**config.mk**
```make
export PLATFORM = sky130hd
export DESIGN_NAME = tsef_stage
export DESIGN_NICKNAME = d
export VERILOG_FILES = /design/src/rtl/tsef_div.v /design/src/rtl/tsef_seqcur.v /design/src/rtl/tsef_stage.v
export VERILOG_INCLUDE_DIRS = /design/src /design/src/rtl
export SDC_FILE = /design/constraint.sdc
export NUM_CORES = 2
export LEC_CHECK = 0
export ABC_AREA = 0
export BUFFER_PORTS_ARGS = -buffer_cell sky130_fd_sc_hd__buf_2
export CAP_MARGIN = 20
export CELL_PAD_IN_SITES_DETAIL_PLACEMENT = 0
export CELL_PAD_IN_SITES_GLOBAL_PLACEMENT = 2
export CORE_ASPECT_RATIO = 0.6
export CORE_MARGIN = 2
export CORE_UTILIZATION = 40
export CTS_CLUSTER_DIAMETER = 150
export DETAILED_ROUTE_END_ITERATION = 16
export HOLD_SLACK_MARGIN = 0.03
export PLACE_DENSITY_LB_ADDON = 0.2
export RECOVER_POWER = 100
export SYNTH_ARGS = -nofsm -noshare
export SYNTH_HDL_FRONTEND = slang
export SYNTH_HIERARCHICAL = 1
export SYNTH_SLANG_ARGS = --single-unit
export TNS_END_PERCENT = 5
```
**constraint.sdc**
```tcl
create_clock -name pclk -period 27.5 [get_ports pclk]
set_input_delay 2.75 -clock pclk [delete_from_list [all_inputs] [get_ports pclk]]
set_output_delay 2.75 -clock pclk [all_outputs]
set_load 0.1 [all_outputs]
```
**src/rtl/tsef_map.vh**
```
// Register map, codes and timing constants of the third-harmonic stage.
// Assumes a 20 MHz pclk and a 32-bit APB register bus.
`ifndef TSEF_MAP_VH
`define TSEF_MAP_VH
// ****************************************
// Timing
// ****************************************
`define TSEF_TICK_US 5000
`define TSEF_CLK_MHZ 20
// ****************************************
// Register offsets
// ****************************************
`define TSEF_A_CTRL 8'h00
`define TSEF_A_G0_USET 8'h04
`define TSEF_A_G0_ILIM 8'h08
`define TSEF_A_G1_USET 8'h0c
`define TSEF_A_G1_ILIM 8'h10
`define TSEF_A_DELAY 8'h14
`define TSEF_A_UNPRI 8'h18
`define TSEF_A_GAP 8'h1c
`define TSEF_A_STATUS 8'h20
`define TSEF_A_RATIO 8'h24
`define TSEF_A_MEASPCT 8'h28
`define TSEF_A_MEASPRI 8'h2c
`define TSEF_A_THRV 8'h30
`define TSEF_A_TREM 8'h34
`define TSEF_A_TOP 8'h38
`define TSEF_A_IRQST 8'h3c
`define TSEF_A_IRQMSK 8'h40
// ****************************************
// Reset values
// ****************************************
`define TSEF_R_CTRL 11'h000
`define TSEF_R_USET 14'h07d0
`define TSEF_R_ILIM 14'h0000
`define TSEF_R_DELAY 19'h00008
`define TSEF_R_UNPRI 16'h1770
// ****************************************
// Codes and scaling
// ****************************************
`define TSEF_M_ON 3'h0
`define TSEF_M_BLK 3'h1
`define TSEF_M_TEST 3'h2
`define TSEF_M_TBLK 3'h3
`define TSEF_M_OFF 3'h4
`define TSEF_C_NORM 2'h0
`define TSEF_C_START 2'h1
`define TSEF_C_TRIP 2'h2
`define TSEF_C_BLKD 2'h3
`define TSEF_CH_NONE 2'h0
`define TSEF_CH_A 2'h1
`define TSEF_CH_B 2'h2
`define TSEF_HYST_PCT 7'h67
`define TSEF_PCT 7'h64
`define TSEF_RATIO_MAX 17'h1e848
`define TSEF_THRV_DIV 10'h3e8
`endif

```
**src/rtl/tsef_div.v**
```verilog
// Iterative restoring divider, one quotient bit per clock.
// Assumes start only while idle; divisor of zero gives all ones.
`timescale 1ns/1ps
module tsef_div #(
    parameter W = 24
) (
    input wire pclk,
    input wire presetn,
    input wire start,
    input wire [W-1:0] num,
    input wire [W-1:0] den,
    output reg [W-1:0] quo_q,
    output reg done_q
);
    localparam [5:0] NBITS = W;
    reg [W-1:0] rem_q;
    reg [W-1:0] den_q;
    reg [W-1:0] n_q;
    reg [5:0] cnt_q;
    reg busy_q;
    wire [W:0] trial = {rem_q, n_q[W-1]} - {1'b0, den_q};
    always @(posedge pclk or negedge presetn) begin
        if (!presetn) begin
            rem_q <= {W{1'b0}};
            den_q <= {W{1'b0}};
            n_q <= {W{1'b0}};
            quo_q <= {W{1'b0}};
            cnt_q <= 6'h00;
            busy_q <= 1'b0;
            done_q <= 1'b0;
        end else begin
            done_q <= 1'b0;
            if (start && !busy_q) begin
                rem_q <= {W{1'b0}};
                den_q <= den;
                n_q <= num;
                cnt_q <= NBITS;
                busy_q <= 1'b1;
            end else if (busy_q) begin
                if (!trial[W]) begin
                    rem_q <= trial[W-1:0];
                end else begin
                    rem_q <= {rem_q[W-2:0], n_q[W-1]};
                end
                quo_q <= {quo_q[W-2:0], ~trial[W]};
                n_q <= {n_q[W-2:0], 1'b0};
                cnt_q <= cnt_q - 6'h01;
                if (cnt_q == 6'h01) begin
                    busy_q <= 1'b0;
                    done_q <= 1'b1;
                end
            end
        end
    end
endmodule

```
**src/rtl/tsef_seqcur.v**
```verilog
// Positive-sequence current estimate from three phase magnitudes.
// Assumes magnitudes in 0.01 x In steps, refreshed by the caller.
`timescale 1ns/1ps
module tsef_seqcur #(
    parameter W = 16
) (
    input wire pclk,
    input wire presetn,
    input wire load,
    input wire [W-1:0] i_a,
    input wire [W-1:0] i_b,
    input wire [W-1:0] i_c,
    output reg [W-1:0] i_pos_q
);
    // Magnitudes only: exact for a balanced set, a limitation for unbalance
    wire [W+1:0] sum = {2'b00, i_a} + {2'b00, i_b} + {2'b00, i_c};
    wire [W+1:0] mean = sum / {{W{1'b0}}, 2'b11};
    always @(posedge pclk or negedge presetn) begin
        if (!presetn) begin
            i_pos_q <= {W{1'b0}};
        end else if (load) begin
            i_pos_q <= mean[W-1:0];
        end
    end
endmodule

```
**src/rtl/tsef_stage.v**
```verilog
// Third-harmonic neutral under-voltage stage with APB registers.
// Assumes synchronous front-end inputs and block input on pclk.
//
// Contract
// - Latch both neutral third harmonics and phase currents every 5 ms.
// - Derive positive-sequence current from the three fundamental currents.
// - Source select picks channel A, B or unselected; unselected default.
// - Report channel in use: A, B or no neutral input available.
// - Pick up when voltage falls below threshold; default 20 percent.
// - Release only above 103 percent of threshold.
// - Nonzero current limit permits trip only above it; zero disables.
// - Report measured to threshold ratio, 0.00 to 1250.00.
// - Stage mode On, Blocked, Test, Test/Blocked, Off; gated globally.
// - Forced status Normal, Start, Trip, Blocked; gated globally.
// - Mode and force static; pick-up values follow active setting group.
// - Expose condition and effective operating mode.
// - Report remaining and expected operating time in 5 ms steps.
// - Report threshold in volts with 0.1 V resolution.
// - Report measurement as percent and primary volts, 0.01 resolution.
// - Sample block every 5 ms tick; blocked pick-up gives Blocked, else Start.
//
// Local design decisions: the APB slave port and the register addresses.
`timescale 1ns/1ps
`include "tsef_map.vh"
module tsef_stage #(
    parameter TICK_CYC = `TSEF_TICK_US * `TSEF_CLK_MHZ,
    parameter VW = 14,
    parameter IW = 16
) (
    input wire pclk,
    input wire presetn,
    input wire psel,
    input wire penable,
    input wire pwrite,
    input wire [7:0] paddr,
    input wire [31:0] pwdata,
    output reg [31:0] prdata,
    output reg pready,
    output reg pslverr,
    input wire [VW-1:0] neutral_channel_a,
    input wire [VW-1:0] neutral_channel_b,
    input wire [IW-1:0] phase_i_a,
    input wire [IW-1:0] phase_i_b,
    input wire [IW-1:0] phase_i_c,
    input wire block_in,
    input wire group_sel,
    output reg start_o,
    output reg trip_o,
    output reg blocked_o,
    output reg irq
);
    // Sized tick length minus one, the counter's last value, for the compare
    localparam [16:0] TICK_LAST = TICK_CYC - 1;
    // ****************************************
    // Registers
    // ****************************************
    reg [10:0] ctrl_q;
    reg [VW-1:0] uset_q [0:1];
    reg [IW-1:0] ilim_q [0:1];
    reg [18:0] delay_q;
    reg [15:0] unpri_q;
    reg [3:0] ist_q;
    reg [3:0] imsk_q;
    reg [16:0] tick_cnt_q;
    reg tick_q;
    reg eval_q;
    reg [VW-1:0] va_q;
    reg [VW-1:0] vb_q;
    reg blk_s_q;
    reg pickup_q;
    reg [1:0] state_q;
    reg [18:0] tmr_q;
    reg [16:0] ratio_q;
    reg [29:0] meas_pri_q;
    reg [29:0] thrv_q;
    reg [19:0] trem_q;
    wire [IW-1:0] i_pos;
    wire [23:0] quo;
    wire div_done;
    integer k;
    // ****************************************
    // Decoding
    // ****************************************
    wire [2:0] mode_set = ctrl_q[2:0];
    wire [1:0] force_set = ctrl_q[4:3];
    wire [1:0] src_sel = ctrl_q[6:5];
    wire allow_mode = ctrl_q[7];
    wire allow_force = ctrl_q[8];
    wire role_a = ctrl_q[9];
    wire role_b = ctrl_q[10];
    wire acc = psel && penable && pready;
    wire wr = acc && pwrite;
    wire rd = acc && !pwrite;
    function [1:0] pick_chan;
        input ra;
        input rb;
        input [1:0] sel;
        begin
            if (ra && rb) begin
                pick_chan = (sel == `TSEF_CH_A || sel == `TSEF_CH_B) ? sel : `TSEF_CH_NONE;
            end else if (ra) begin
                pick_chan = `TSEF_CH_A;
            end else if (rb) begin
                pick_chan = `TSEF_CH_B;
            end else begin
                pick_chan = `TSEF_CH_NONE;
            end
        end
    endfunction
    function addr_ok;
        input [7:0] a;
        begin
            addr_ok = (a[1:0] == 2'b00) && (a <= `TSEF_A_IRQMSK) && (a != `TSEF_A_GAP);
        end
    endfunction
    wire [1:0] chan = pick_chan(role_a, role_b, src_sel);
    // Mode and force are held off the setting groups
    wire [2:0] mode_eff = allow_mode ? mode_set : `TSEF_M_ON;
    wire [1:0] force_eff = allow_force ? force_set : `TSEF_C_NORM;
    wire [VW-1:0] uset = uset_q[group_sel];
    wire [IW-1:0] ilim = ilim_q[group_sel];
    wire [VW-1:0] vmeas = (chan == `TSEF_CH_B) ? vb_q : va_q;
    // Operands widened first, so no product loses its top bits
    wire [22:0] vmeas_23 = {{(23-VW){1'b0}}, vmeas};
    wire [22:0] uset_23 = {{(23-VW){1'b0}}, uset};
    wire [22:0] v_x100 = vmeas_23 * `TSEF_PCT;
    wire [22:0] u_x100 = uset_23 * `TSEF_PCT;
    wire [22:0] u_x103 = uset_23 * `TSEF_HYST_PCT;
    wire [29:0] unpri_30 = {14'h0000, unpri_q};
    wire [29:0] meas_prod = {{(30-VW){1'b0}}, vmeas} * unpri_30;
    wire [29:0] thr_prod = {{(30-VW){1'b0}}, uset} * unpri_30;
    wire [23:0] ratio_cap = {7'h00, `TSEF_RATIO_MAX};
    // Zero-extended read values
    wire [31:0] rd_vmeas = {{(32-VW){1'b0}}, vmeas};
    wire [31:0] rd_uset0 = {{(32-VW){1'b0}}, uset_q[0]};
    wire [31:0] rd_uset1 = {{(32-VW){1'b0}}, uset_q[1]};
    wire [31:0] rd_ilim0 = {{(32-IW){1'b0}}, ilim_q[0]};
    wire [31:0] rd_ilim1 = {{(32-IW){1'b0}}, ilim_q[1]};
    wire [31:0] rd_delay = {13'h0000, delay_q};
    wire permit = (ilim == {IW{1'b0}}) || (i_pos > ilim);
    wire blk = blk_s_q || mode_eff == `TSEF_M_BLK || mode_eff == `TSEF_M_TBLK;
    wire run = (mode_eff != `TSEF_M_OFF) && (chan != `TSEF_CH_NONE);
    wire test = mode_eff == `TSEF_M_TEST || mode_eff == `TSEF_M_TBLK;
    wire [1:0] cond = (force_eff != `TSEF_C_NORM) ? force_eff : state_q;
    // ****************************************
    // Processing tick
    // ****************************************
    always @(posedge pclk or negedge presetn) begin
        if (!presetn) begin
            tick_cnt_q <= 17'h00000;
            tick_q <= 1'b0;
            eval_q <= 1'b0;
            va_q <= {VW{1'b0}};
            vb_q <= {VW{1'b0}};
            blk_s_q <= 1'b0;
        end else begin
            tick_q <= (tick_cnt_q == TICK_LAST);
            tick_cnt_q <= (tick_cnt_q == TICK_LAST) ? 17'h00000 : tick_cnt_q + 17'h00001;
            eval_q <= tick_q;
            if (tick_q) begin
                va_q <= neutral_channel_a;
                vb_q <= neutral_channel_b;
                blk_s_q <= block_in;
            end
        end
    end
    tsef_seqcur #(.W(IW)) u_seq (
        .pclk(pclk),
        .presetn(presetn),
        .load(tick_q),
        .i_a(phase_i_a),
        .i_b(phase_i_b),
        .i_c(phase_i_c),
        .i_pos_q(i_pos)
    );
    tsef_div #(.W(24)) u_div (
        .pclk(pclk),
        .presetn(presetn),
        .start(eval_q),
        .num({1'b0, v_x100}),
        .den({10'h000, uset}),
        .quo_q(quo),
        .done_q(div_done)
    );
    // ****************************************
    // Pick-up, timing and condition
    // ****************************************
    always @(posedge pclk or negedge presetn) begin
        if (!presetn) begin
            pickup_q <= 1'b0;
            state_q <= `TSEF_C_NORM;
            tmr_q <= 19'h00000;
        end else if (eval_q) begin
            if (!run) begin
                pickup_q <= 1'b0;
            end else if (!pickup_q && v_x100 < u_x100) begin
                pickup_q <= 1'b1;
            end else if (pickup_q && v_x100 > u_x103) begin
                pickup_q <= 1'b0;
            end
            if (!run || !pickup_q) begin
                state_q <= `TSEF_C_NORM;
                tmr_q <= 19'h00000;
            end else begin
                case (state_q)
                    `TSEF_C_NORM: begin
                        // Blocked at pick-up stays blocked until release
                        state_q <= blk ? `TSEF_C_BLKD : `TSEF_C_START;
                        tmr_q <= 19'h00000;
                    end
                    `TSEF_C_START: begin
                        if (blk) begin
                            state_q <= `TSEF_C_BLKD;
                            tmr_q <= 19'h00000;
                        end else begin
                            if (tmr_q < delay_q) begin
                                tmr_q <= tmr_q + 19'h00001;
                            end
                            if (tmr_q + 19'h00001 >= delay_q && permit) begin
                                state_q <= `TSEF_C_TRIP;
                            end
                        end
                    end
                    `TSEF_C_TRIP: begin
                        if (blk || !permit) begin
                            state_q <= blk ? `TSEF_C_BLKD : `TSEF_C_START;
                        end
                    end
                    default: begin
                        state_q <= `TSEF_C_BLKD;
                    end
                endcase
            end
        end
    end
    // ****************************************
    // Reported values
    // ****************************************
    always @(posedge pclk or negedge presetn) begin
        if (!presetn) begin
            ratio_q <= 17'h00000;
            meas_pri_q <= 30'h00000000;
            thrv_q <= 30'h00000000;
            trem_q <= 20'h00000;
            start_o <= 1'b0;
            trip_o <= 1'b0;
            blocked_o <= 1'b0;
        end else begin
            if (div_done) begin
                // Clamp keeps a tiny threshold from wrapping
                ratio_q <= (quo > ratio_cap) ? `TSEF_RATIO_MAX : quo[16:0];
            end
            meas_pri_q <= meas_prod / `TSEF_PCT;
            thrv_q <= thr_prod / `TSEF_THRV_DIV;
            trem_q <= (state_q == `TSEF_C_START) ?
                ({1'b0, delay_q} - {1'b0, tmr_q}) : 20'h00000;
            // Test modes report but keep start_o and trip_o quiet
            start_o <= !test && (cond == `TSEF_C_START || cond == `TSEF_C_TRIP);
            trip_o <= !test && cond == `TSEF_C_TRIP;
            blocked_o <= cond == `TSEF_C_BLKD;
        end
    end
    // ****************************************
    // Events and interrupt
    // ****************************************
    reg [1:0] cond_prev_q;
    wire [3:0] ev;
    assign ev[0] = cond == `TSEF_C_START && cond_prev_q != `TSEF_C_START;
    assign ev[1] = cond == `TSEF_C_TRIP && cond_prev_q != `TSEF_C_TRIP;
    assign ev[2] = cond == `TSEF_C_BLKD && cond_prev_q != `TSEF_C_BLKD;
    assign ev[3] = cond == `TSEF_C_NORM && cond_prev_q != `TSEF_C_NORM;
    wire ist_rd = rd && paddr == `TSEF_A_IRQST;
    // Clear only what the read returned; later events stay pending
    wire [3:0] ist_clr = ist_rd ? prdata[3:0] : 4'h0;
    always @(posedge pclk or negedge presetn) begin
        if (!presetn) begin
            cond_prev_q <= `TSEF_C_NORM;
            ist_q <= 4'h0;
            irq <= 1'b0;
        end else begin
            cond_prev_q <= cond;
            // A new event in the clearing read's cycle survives
            ist_q <= (ist_q & ~ist_clr) | ev;
            irq <= |(((ist_q & ~ist_clr) | ev) & imsk_q);
        end
    end
    // ****************************************
    // APB slave, one wait state
    // ****************************************
    always @(posedge pclk or negedge presetn) begin
        if (!presetn) begin
            ctrl_q <= `TSEF_R_CTRL;
            for (k = 0; k < 2; k = k + 1) begin
                uset_q[k] <= `TSEF_R_USET;
                ilim_q[k] <= `TSEF_R_ILIM;
            end
            delay_q <= `TSEF_R_DELAY;
            unpri_q <= `TSEF_R_UNPRI;
            imsk_q <= 4'h0;
            pready <= 1'b0;
            pslverr <= 1'b0;
            prdata <= 32'h00000000;
        end else begin
            pready <= psel && penable && !pready;
            pslverr <= psel && penable && !pready && !addr_ok(paddr);
            if (psel && penable && !pready) begin
                case (paddr)
                    `TSEF_A_CTRL: prdata <= {21'h000000, ctrl_q};
                    `TSEF_A_G0_USET: prdata <= rd_uset0;
                    `TSEF_A_G0_ILIM: prdata <= rd_ilim0;
                    `TSEF_A_G1_USET: prdata <= rd_uset1;
                    `TSEF_A_G1_ILIM: prdata <= rd_ilim1;
                    `TSEF_A_DELAY: prdata <= rd_delay;
                    `TSEF_A_UNPRI: prdata <= {16'h0000, unpri_q};
                    `TSEF_A_STATUS: prdata <= {23'h000000, permit, pickup_q,
                        chan, mode_eff, cond};
                    `TSEF_A_RATIO: prdata <= {15'h0000, ratio_q};
                    `TSEF_A_MEASPCT: prdata <= rd_vmeas;
                    `TSEF_A_MEASPRI: prdata <= {2'h0, meas_pri_q};
                    `TSEF_A_THRV: prdata <= {2'h0, thrv_q};
                    `TSEF_A_TREM: prdata <= {{12{trem_q[19]}}, trem_q};
                    `TSEF_A_TOP: prdata <= rd_delay;
                    `TSEF_A_IRQST: prdata <= {28'h0000000, ist_q};
                    `TSEF_A_IRQMSK: prdata <= {28'h0000000, imsk_q};
                    default: prdata <= 32'h00000000;
                endcase
            end
            if (wr) begin
                case (paddr)
                    `TSEF_A_CTRL: ctrl_q <= pwdata[10:0];
                    `TSEF_A_G0_USET: uset_q[0] <= pwdata[VW-1:0];
                    `TSEF_A_G0_ILIM: ilim_q[0] <= pwdata[IW-1:0];
                    `TSEF_A_G1_USET: uset_q[1] <= pwdata[VW-1:0];
                    `TSEF_A_G1_ILIM: ilim_q[1] <= pwdata[IW-1:0];
                    `TSEF_A_DELAY: delay_q <= pwdata[18:0];
                    `TSEF_A_UNPRI: unpri_q <= pwdata[15:0];
                    `TSEF_A_IRQMSK: imsk_q <= pwdata[3:0];
                    default: imsk_q <= imsk_q;
                endcase
            end
        end
    end
endmodule

```
After elaboration in Yosys (flattened, before gate mapping)
Cells that the tools add are included.
Storage, ports and cells
  flip-flop bits (word level): 431
  input bits: 123
  output and inout port bits: 38
  word-level logic and storage cells: 211
Cells by class
  add/sub/neg operators: 7
  $mul: 5
  divide/modulo/power cells: 3
  order comparisons: 8
  equality and inequality tests: 37
  muxes and demuxes: 45
  bitwise logic cells: 7
  reductions and logical operators: 61
Operators with widths (count)
  32-bit case mux with 15 select lines: 1
  24-bit two-way mux: 5
  8-bit by 6-bit equality test with 1-bit output, second input constant: 8
  14-bit by 16-bit multiplier with 30-bit output: 2
  19-bit two-way mux: 3
  14-bit two-way mux: 4
  16-bit two-way mux: 3
  14-bit by 5-bit multiplier with 19-bit output, second input constant: 2
  19-bit case mux with 2 select lines: 1
  17-bit two-way mux: 2
  30-bit by 10-bit divider with 30-bit output, second input constant: 1
  30-bit by 7-bit divider with 30-bit output, second input constant: 1
  25-bit by 14-bit subtractor with 25-bit output: 1
  8-bit by 5-bit equality test with 1-bit output, second input constant: 3
  24-bit by 17-bit greater-than comparator with 1-bit output, second input constant: 1
  2-bit two-way mux: 11
  21-bit greater-than comparator: 1
  1-bit logical AND: 21
  21-bit < comparator: 1
  14-bit by 7-bit multiplier with 21-bit output, second input constant: 1
  20-bit two-way mux: 1
  2-bit AND reduction: 10
  19-bit by 19-bit subtractor with 20-bit output: 1
  19-bit by 1-bit adder with 19-bit output, second input constant: 1
  other kinds (45): 87

Longest topological paths before layout
  depth in word-level cells: 12
  depth in mapped cells: 93
  depth with buffers taken out: 78

Cells and area by module
The synthesis kept the hierarchy.
Modules (own cells, without submodules)
  tsef_stage: times used 1, cells each 5218, area each 45678.8 um2, sequential area each 7507.2 um2
  tsef_div: times used 1, cells each 587, area each 5775.5 um2, sequential area each 2602.5 um2
  tsef_seqcur: times used 1, cells each 507, area each 3911.3 um2, sequential area each 400.4 um2

Worst setup path after synthesis
OpenSTA, ideal clock, no wires.
  kind: input-to-reg
  from: in group_sel
  to: reg thrv_q[0]
  setup time: 0.127 ns
  arrival: 23.368 ns
  data required time: 27.373 ns
  setup slack: 4.005 ns
  stages on the path: 76
  path buffers: 9
  cells stage by stage: buf_1 > clkbuf_1 > clkbuf_1 > mux2_2 > buf_1 > nand2_1 > fa_1 > inv_1 > fa_1 > inv_1 > fa_1 > inv_1 > fa_1 > fa_1 > fa_1 > ha_1 > buf_4 > a21o_1 > (+40 left out) > inv_2 > a2111oi_2 > o41ai_4 > maj3_2 > mux2_4 > o31a_1 > buf_6 > mux2i_1 > o22ai_2 > o21ai_4 > mux4_2 > and3_1 > buf_6 > o41ai_2 > o21bai_1 > nor2b_2 > mux2i_1 > nand3_1
Between the ends
  longest elaborated chain between the ends: 6
Ends and longest elaborated chain
  start, declared: line tsef_stage.v:46  | input wire group_sel,
  1-bit inverter with 2-bit output (implied by the code): line tsef_stage.v:120  | wire [VW-1:0] uset = uset_q[group_sel];
  14-bit two-way mux (implied by the code) (3 in a row): line tsef_stage.v:120
  via uset[4]: line tsef_stage.v:120
  14-bit by 16-bit multiplier with 30-bit output: line tsef_stage.v:131  | wire [29:0] thr_prod = {{(30-VW){1'b0}}, uset} * unpri_30;
  30-bit by 10-bit divider with 30-bit output (no line)
  end signal, assigned: line tsef_stage.v:254  | thrv_q <= thr_prod / `TSEF_THRV_DIV;
  end, declared: line tsef_stage.v:75  | reg [29:0] thrv_q;
The timed path passes the listed nets, and every way through them passes these cells. The select of a mux whose other input is x is not followed.
A chain may end at the register's enable or synchronous reset.

Worst setup path after layout
  from: reg ctrl_q[5]
  to: reg meas_pri_q[1]
Between the ends
  longest elaborated chain between the ends: 8
  elaborated cells on any way between the ends: 9
  classes of those cells: 1 x mul; 1 x div; 3 x eq/ne; 3 x mux; 1 x reduce/logical
Ends and longest elaborated chain
  start, declared: line tsef_stage.v:57  | reg [10:0] ctrl_q;
  start signal, assigned: line tsef_stage.v:292  | ctrl_q <= `TSEF_R_CTRL;
  start signal, assigned: line tsef_stage.v:330  | `TSEF_A_CTRL: ctrl_q <= pwdata[10:0];
  2-bit by 1-bit equality test with 1-bit output (no line) or 2-bit equality test (tied branches)
  1-bit logical OR (no line)
  2-bit two-way mux (no line) *
  2-bit two-way mux *: line tsef_stage.v:99  | if (ra && rb) begin
  2-bit equality test (no line) *
  14-bit two-way mux *: line tsef_stage.v:122  | wire [VW-1:0] vmeas = (chan == `TSEF_CH_B) ? vb_q : va_q;
  14-bit by 16-bit multiplier with 30-bit output *: line tsef_stage.v:130  | wire [29:0] meas_prod = {{(30-VW){1'b0}}, vmeas} * unpri_30;
  30-bit by 7-bit divider with 30-bit output (no line) *
  end signal, assigned: line tsef_stage.v:253  | meas_pri_q <= meas_prod / `TSEF_PCT;
  end, declared: line tsef_stage.v:74  | reg [29:0] meas_pri_q;
Mark *: on every way between the ends. The rest lies on a longest branch, timed or not.

==> results by group <==
Critical path
  – Worst endpoint data arrival time: 26660 ps
  – Setup crit start kind: flip-flop
  – Cell repeated most along the worst path: fa_1
  – Slowest stage cell, crit path: mux2_1
  – CP Capture Type: flip-flop
  – Crit path max fanout: 20
  – Worst reg2reg setup slack: 1330 ps
  – WP buf/inv: 9
  – CP max stage delay: 920 ps
  – Setup CP Type: reg -> reg
  – Required time worst endpoint: 27990 ps
  – Largest delay share family, worst path: compound AO/OA/AOI/OAI gates

STA
  – Fmax: 38.2 MHz
  – Final worst-path cycle share: 95.2%
  – Final WS setup: 1330 ps
  – Worst Clk Skew: 35.9 ps
  – Endpoints failing setup: 0
  – Worst slew margin: -324%
  – RSZ-0062 raised after global routing: false
  – Fin Setup TNS: 0 ps
  – Final Hold Vio Count: 0
  – Worst-Margin Slew: 6360 ps
  – Final min period: 26170 ps
  – Final slew viol count: 771

Synthesis
  – Yosys warns: 6
  – Post-synthesis instance area: 55400 um^2
  – Syn avg cell area: 8.77 um^2
  – Dominant synthesized flop cell: dfrtp_1
  – Share of the yosys chip area belonging to registers: 19.0%
  – Cells after synthesis: 6312
  – Unique masters post-synth: 169
  – Register bit total from synthesis: 419
  – Share of flip-flops with an asynchronous set or reset: 100%
  – EDFF count, synth: 0

Floorplan
  – Die Area: 142000 um^2
  – Core Region: 137000 um^2
  – Initial core utilization: 40.4%
  – Die Height: 292 um
  – Die Wd: 484 um
  – Placement Rows: 105
  – I/O pin count: 161

Finish
  – FILL cells: 13755
  – Nets@finish: 7298
  – Layout cells sized above 1: 11.2%
  – Utilization after layout: 43.3%
  – Fin cells: 8190
  – Layout area overhead: 7.24%
  – Final instance area: 59400 um^2
  – Most frequent cells in the layout: 661 x nand2_1, 592 x inv_1, 450 x ha_1
  – Most common cell after layout, fill and taps aside: nand2_1

Global route
  – Total gr overflow: 0
  – Total GRT Usage: 26.6%
  – Antenna violations before repair: 12
  – First-pass GRT wire length: 295 mm
  – Pin count of the biggest net entering global routing: 95
  – Vias in the first global route: 46456

Clocking
  – Sink Count: 419
  – Skew-Pair Late Insertion Delay: 660 ps
  – Root buf cell: clkbuf_16
  – Hold Buf Count CTS: 0
  – TritonCTS buffer count: 49
  – TritonCTS clock tree: done
  – Clk slew on worst S/H paths: 70 ps
  – # H-tree levels: 2
  – CTS Buffer Depth: 3

Placement
  – Detailed Place HPWL: 148 mm
  – PortBufs: 147
  – Placed Cells: 8089
  – Placer Congestion: 0.939
  – Post-DP Area: 57800 um^2
  – Pre-CTS setup slack: 814 ps

Detailed routing
  – Via count: 48440
  – Vias per cell: 5.91
  – DR pass1 iterations: 7
  – ANT nets after route: 0
  – Post-Route WL: 190 mm
  – DR iter-0 viols: 4773
  – Wirelength per Cell: 23.2 um
  – DRC: 0

Power
  – P_leak: 28.3 nW
  – Maximum VDD drop: 0.0444 mV
  – PwrDens: 32.2 nW/um^2

Run status
  – Failing checks: capacitance limit, slew limit
  – Status: complete, but fails checks

Flow run
  – Max-Cap Viols: 17

Min path
  – HP Class: reg -> reg
## per-layer routing
layer | global-route usage, % | routed length (um)
met4 | 3.97 | 2720
met2 | 35.2 | 71900
met1 | 43.6 | 98800
met3 | 5.74 | 16700
met5 | 0 | 32
## sequential cells by signal, indices dropped and copies added (netlist names), 21 cells and up
| name | cells |
|---|---|
| ilim_q | 32 |
| prdata | 25 |
| meas_pri_q | 24 |
| u_div/den_q | 24 |
| u_div/n_q | 24 |
| u_div/quo_q | 24 |
| u_div/rem_q | 24 |
| thrv_q | 21 |
## power breakdown
part	internal, W	switching (W)	total, W
Clock	0.000419	0.000327	0.000746
Sequential	0.000620	0.00000364	0.000624
Combinational	0.000179	0.000361	0.000540
## final timing paths
kind | depth (start not counted) | startpoint | to
max | 78 | ctrl_q[5] | meas_pri_q[1]
min | 1 | tick_cnt_q[4] | tick_cnt_q[4]
max reg2reg | 78 | ctrl_q[5] | meas_pri_q[1]
min reg2reg | 1 | tick_cnt_q[4] | tick_cnt_q[4]
max in group asynchronous | 7 | presetn | start_o
min in group asynchronous | 1 | presetn | tick_cnt_q[2]
## kinds of logic (layout without fill, tap and decap cells)
| group | count (synthesis) | count (layout) | share of synthesized area, % |
|---|---|---|---|
| buffers and inverters | 898 | 939 | 6.63 |
| DFF | 419 | 419 | 19.0 |
| AOI/OAI and AO/OA | 1521 | 1521 | 20.4 |
| muxes | 311 | 311 | 6.23 |
| other | 1 | 19 | 0.00677 |
| adders and majority gates | 863 | 863 | 24.8 |
| xor gates and xnor gates | 294 | 294 | 4.69 |
| and+or+nand+nor | 2005 | 2005 | 18.2 |
## cells in the mapped netlist (all sizes together), types with 23 or more instances
library cell,instances,area share [%]
buf,102,1.2
dfrtp,399,18
or2,36,0.41
o21a,33,0.45
a22oi,57,0.78
a31oi,65,0.81
clkbuf,189,1.3
nor2,350,2.4
o211ai,58,0.84
a211o,26,0.41
fa,398,14
xor2,91,1.5
o31ai,39,0.63
o22ai,32,0.40
nand4,95,1.1
o2111ai,26,0.45
nand2,665,4.5
a221oi,28,0.50
a211oi,67,0.99
or3,40,0.47
a21o,112,1.5
a2111oi,27,0.57
a21oi,276,2.6
o21bai,28,0.39
mux2,218,4.5
xnor2,203,3.2
nand2b,58,0.66
nand3,155,1.4
and2,219,2.5
ha,450,10
mux2i,92,1.7
o21ai,308,2.9
a311o,23,0.42
nor4,48,0.61
inv,602,4.1
nor2b,56,0.66
nor3,112,1.1
and3,65,0.75
## through the flow
stage,hold WS (ps),power (W)
after CTS,481,0.00194
after global routing,504,0.00200
after floorplan,389,0.00106
after global placement,456,0.00119
final,473,0.00191
after detailed placement,460,0.00118
## what timing repair did
| action | 4_1_cts | 5_1_grt |
|---|---|---|
| gates resized for setup | 0 | 10 |
| setup buffers | 0 | 2 |
| setup endpoints to repair | 0 | 2 |
## layout make-up
cell class                 count  area, um^2  share of cell area (%)
sequential                   419       10500                    17.7
inverter                     603        2270                    3.83
clock buffer                  60        1330                    2.24
clock inverter                31         462                   0.778
antenna                        4        10.0                  0.0169
timing repair buffer         245        1340                    2.25
tap                         1819        2280                    3.83
multi-input combinational   5009       41200                    69.4
(Power assumes the default switching activity.)
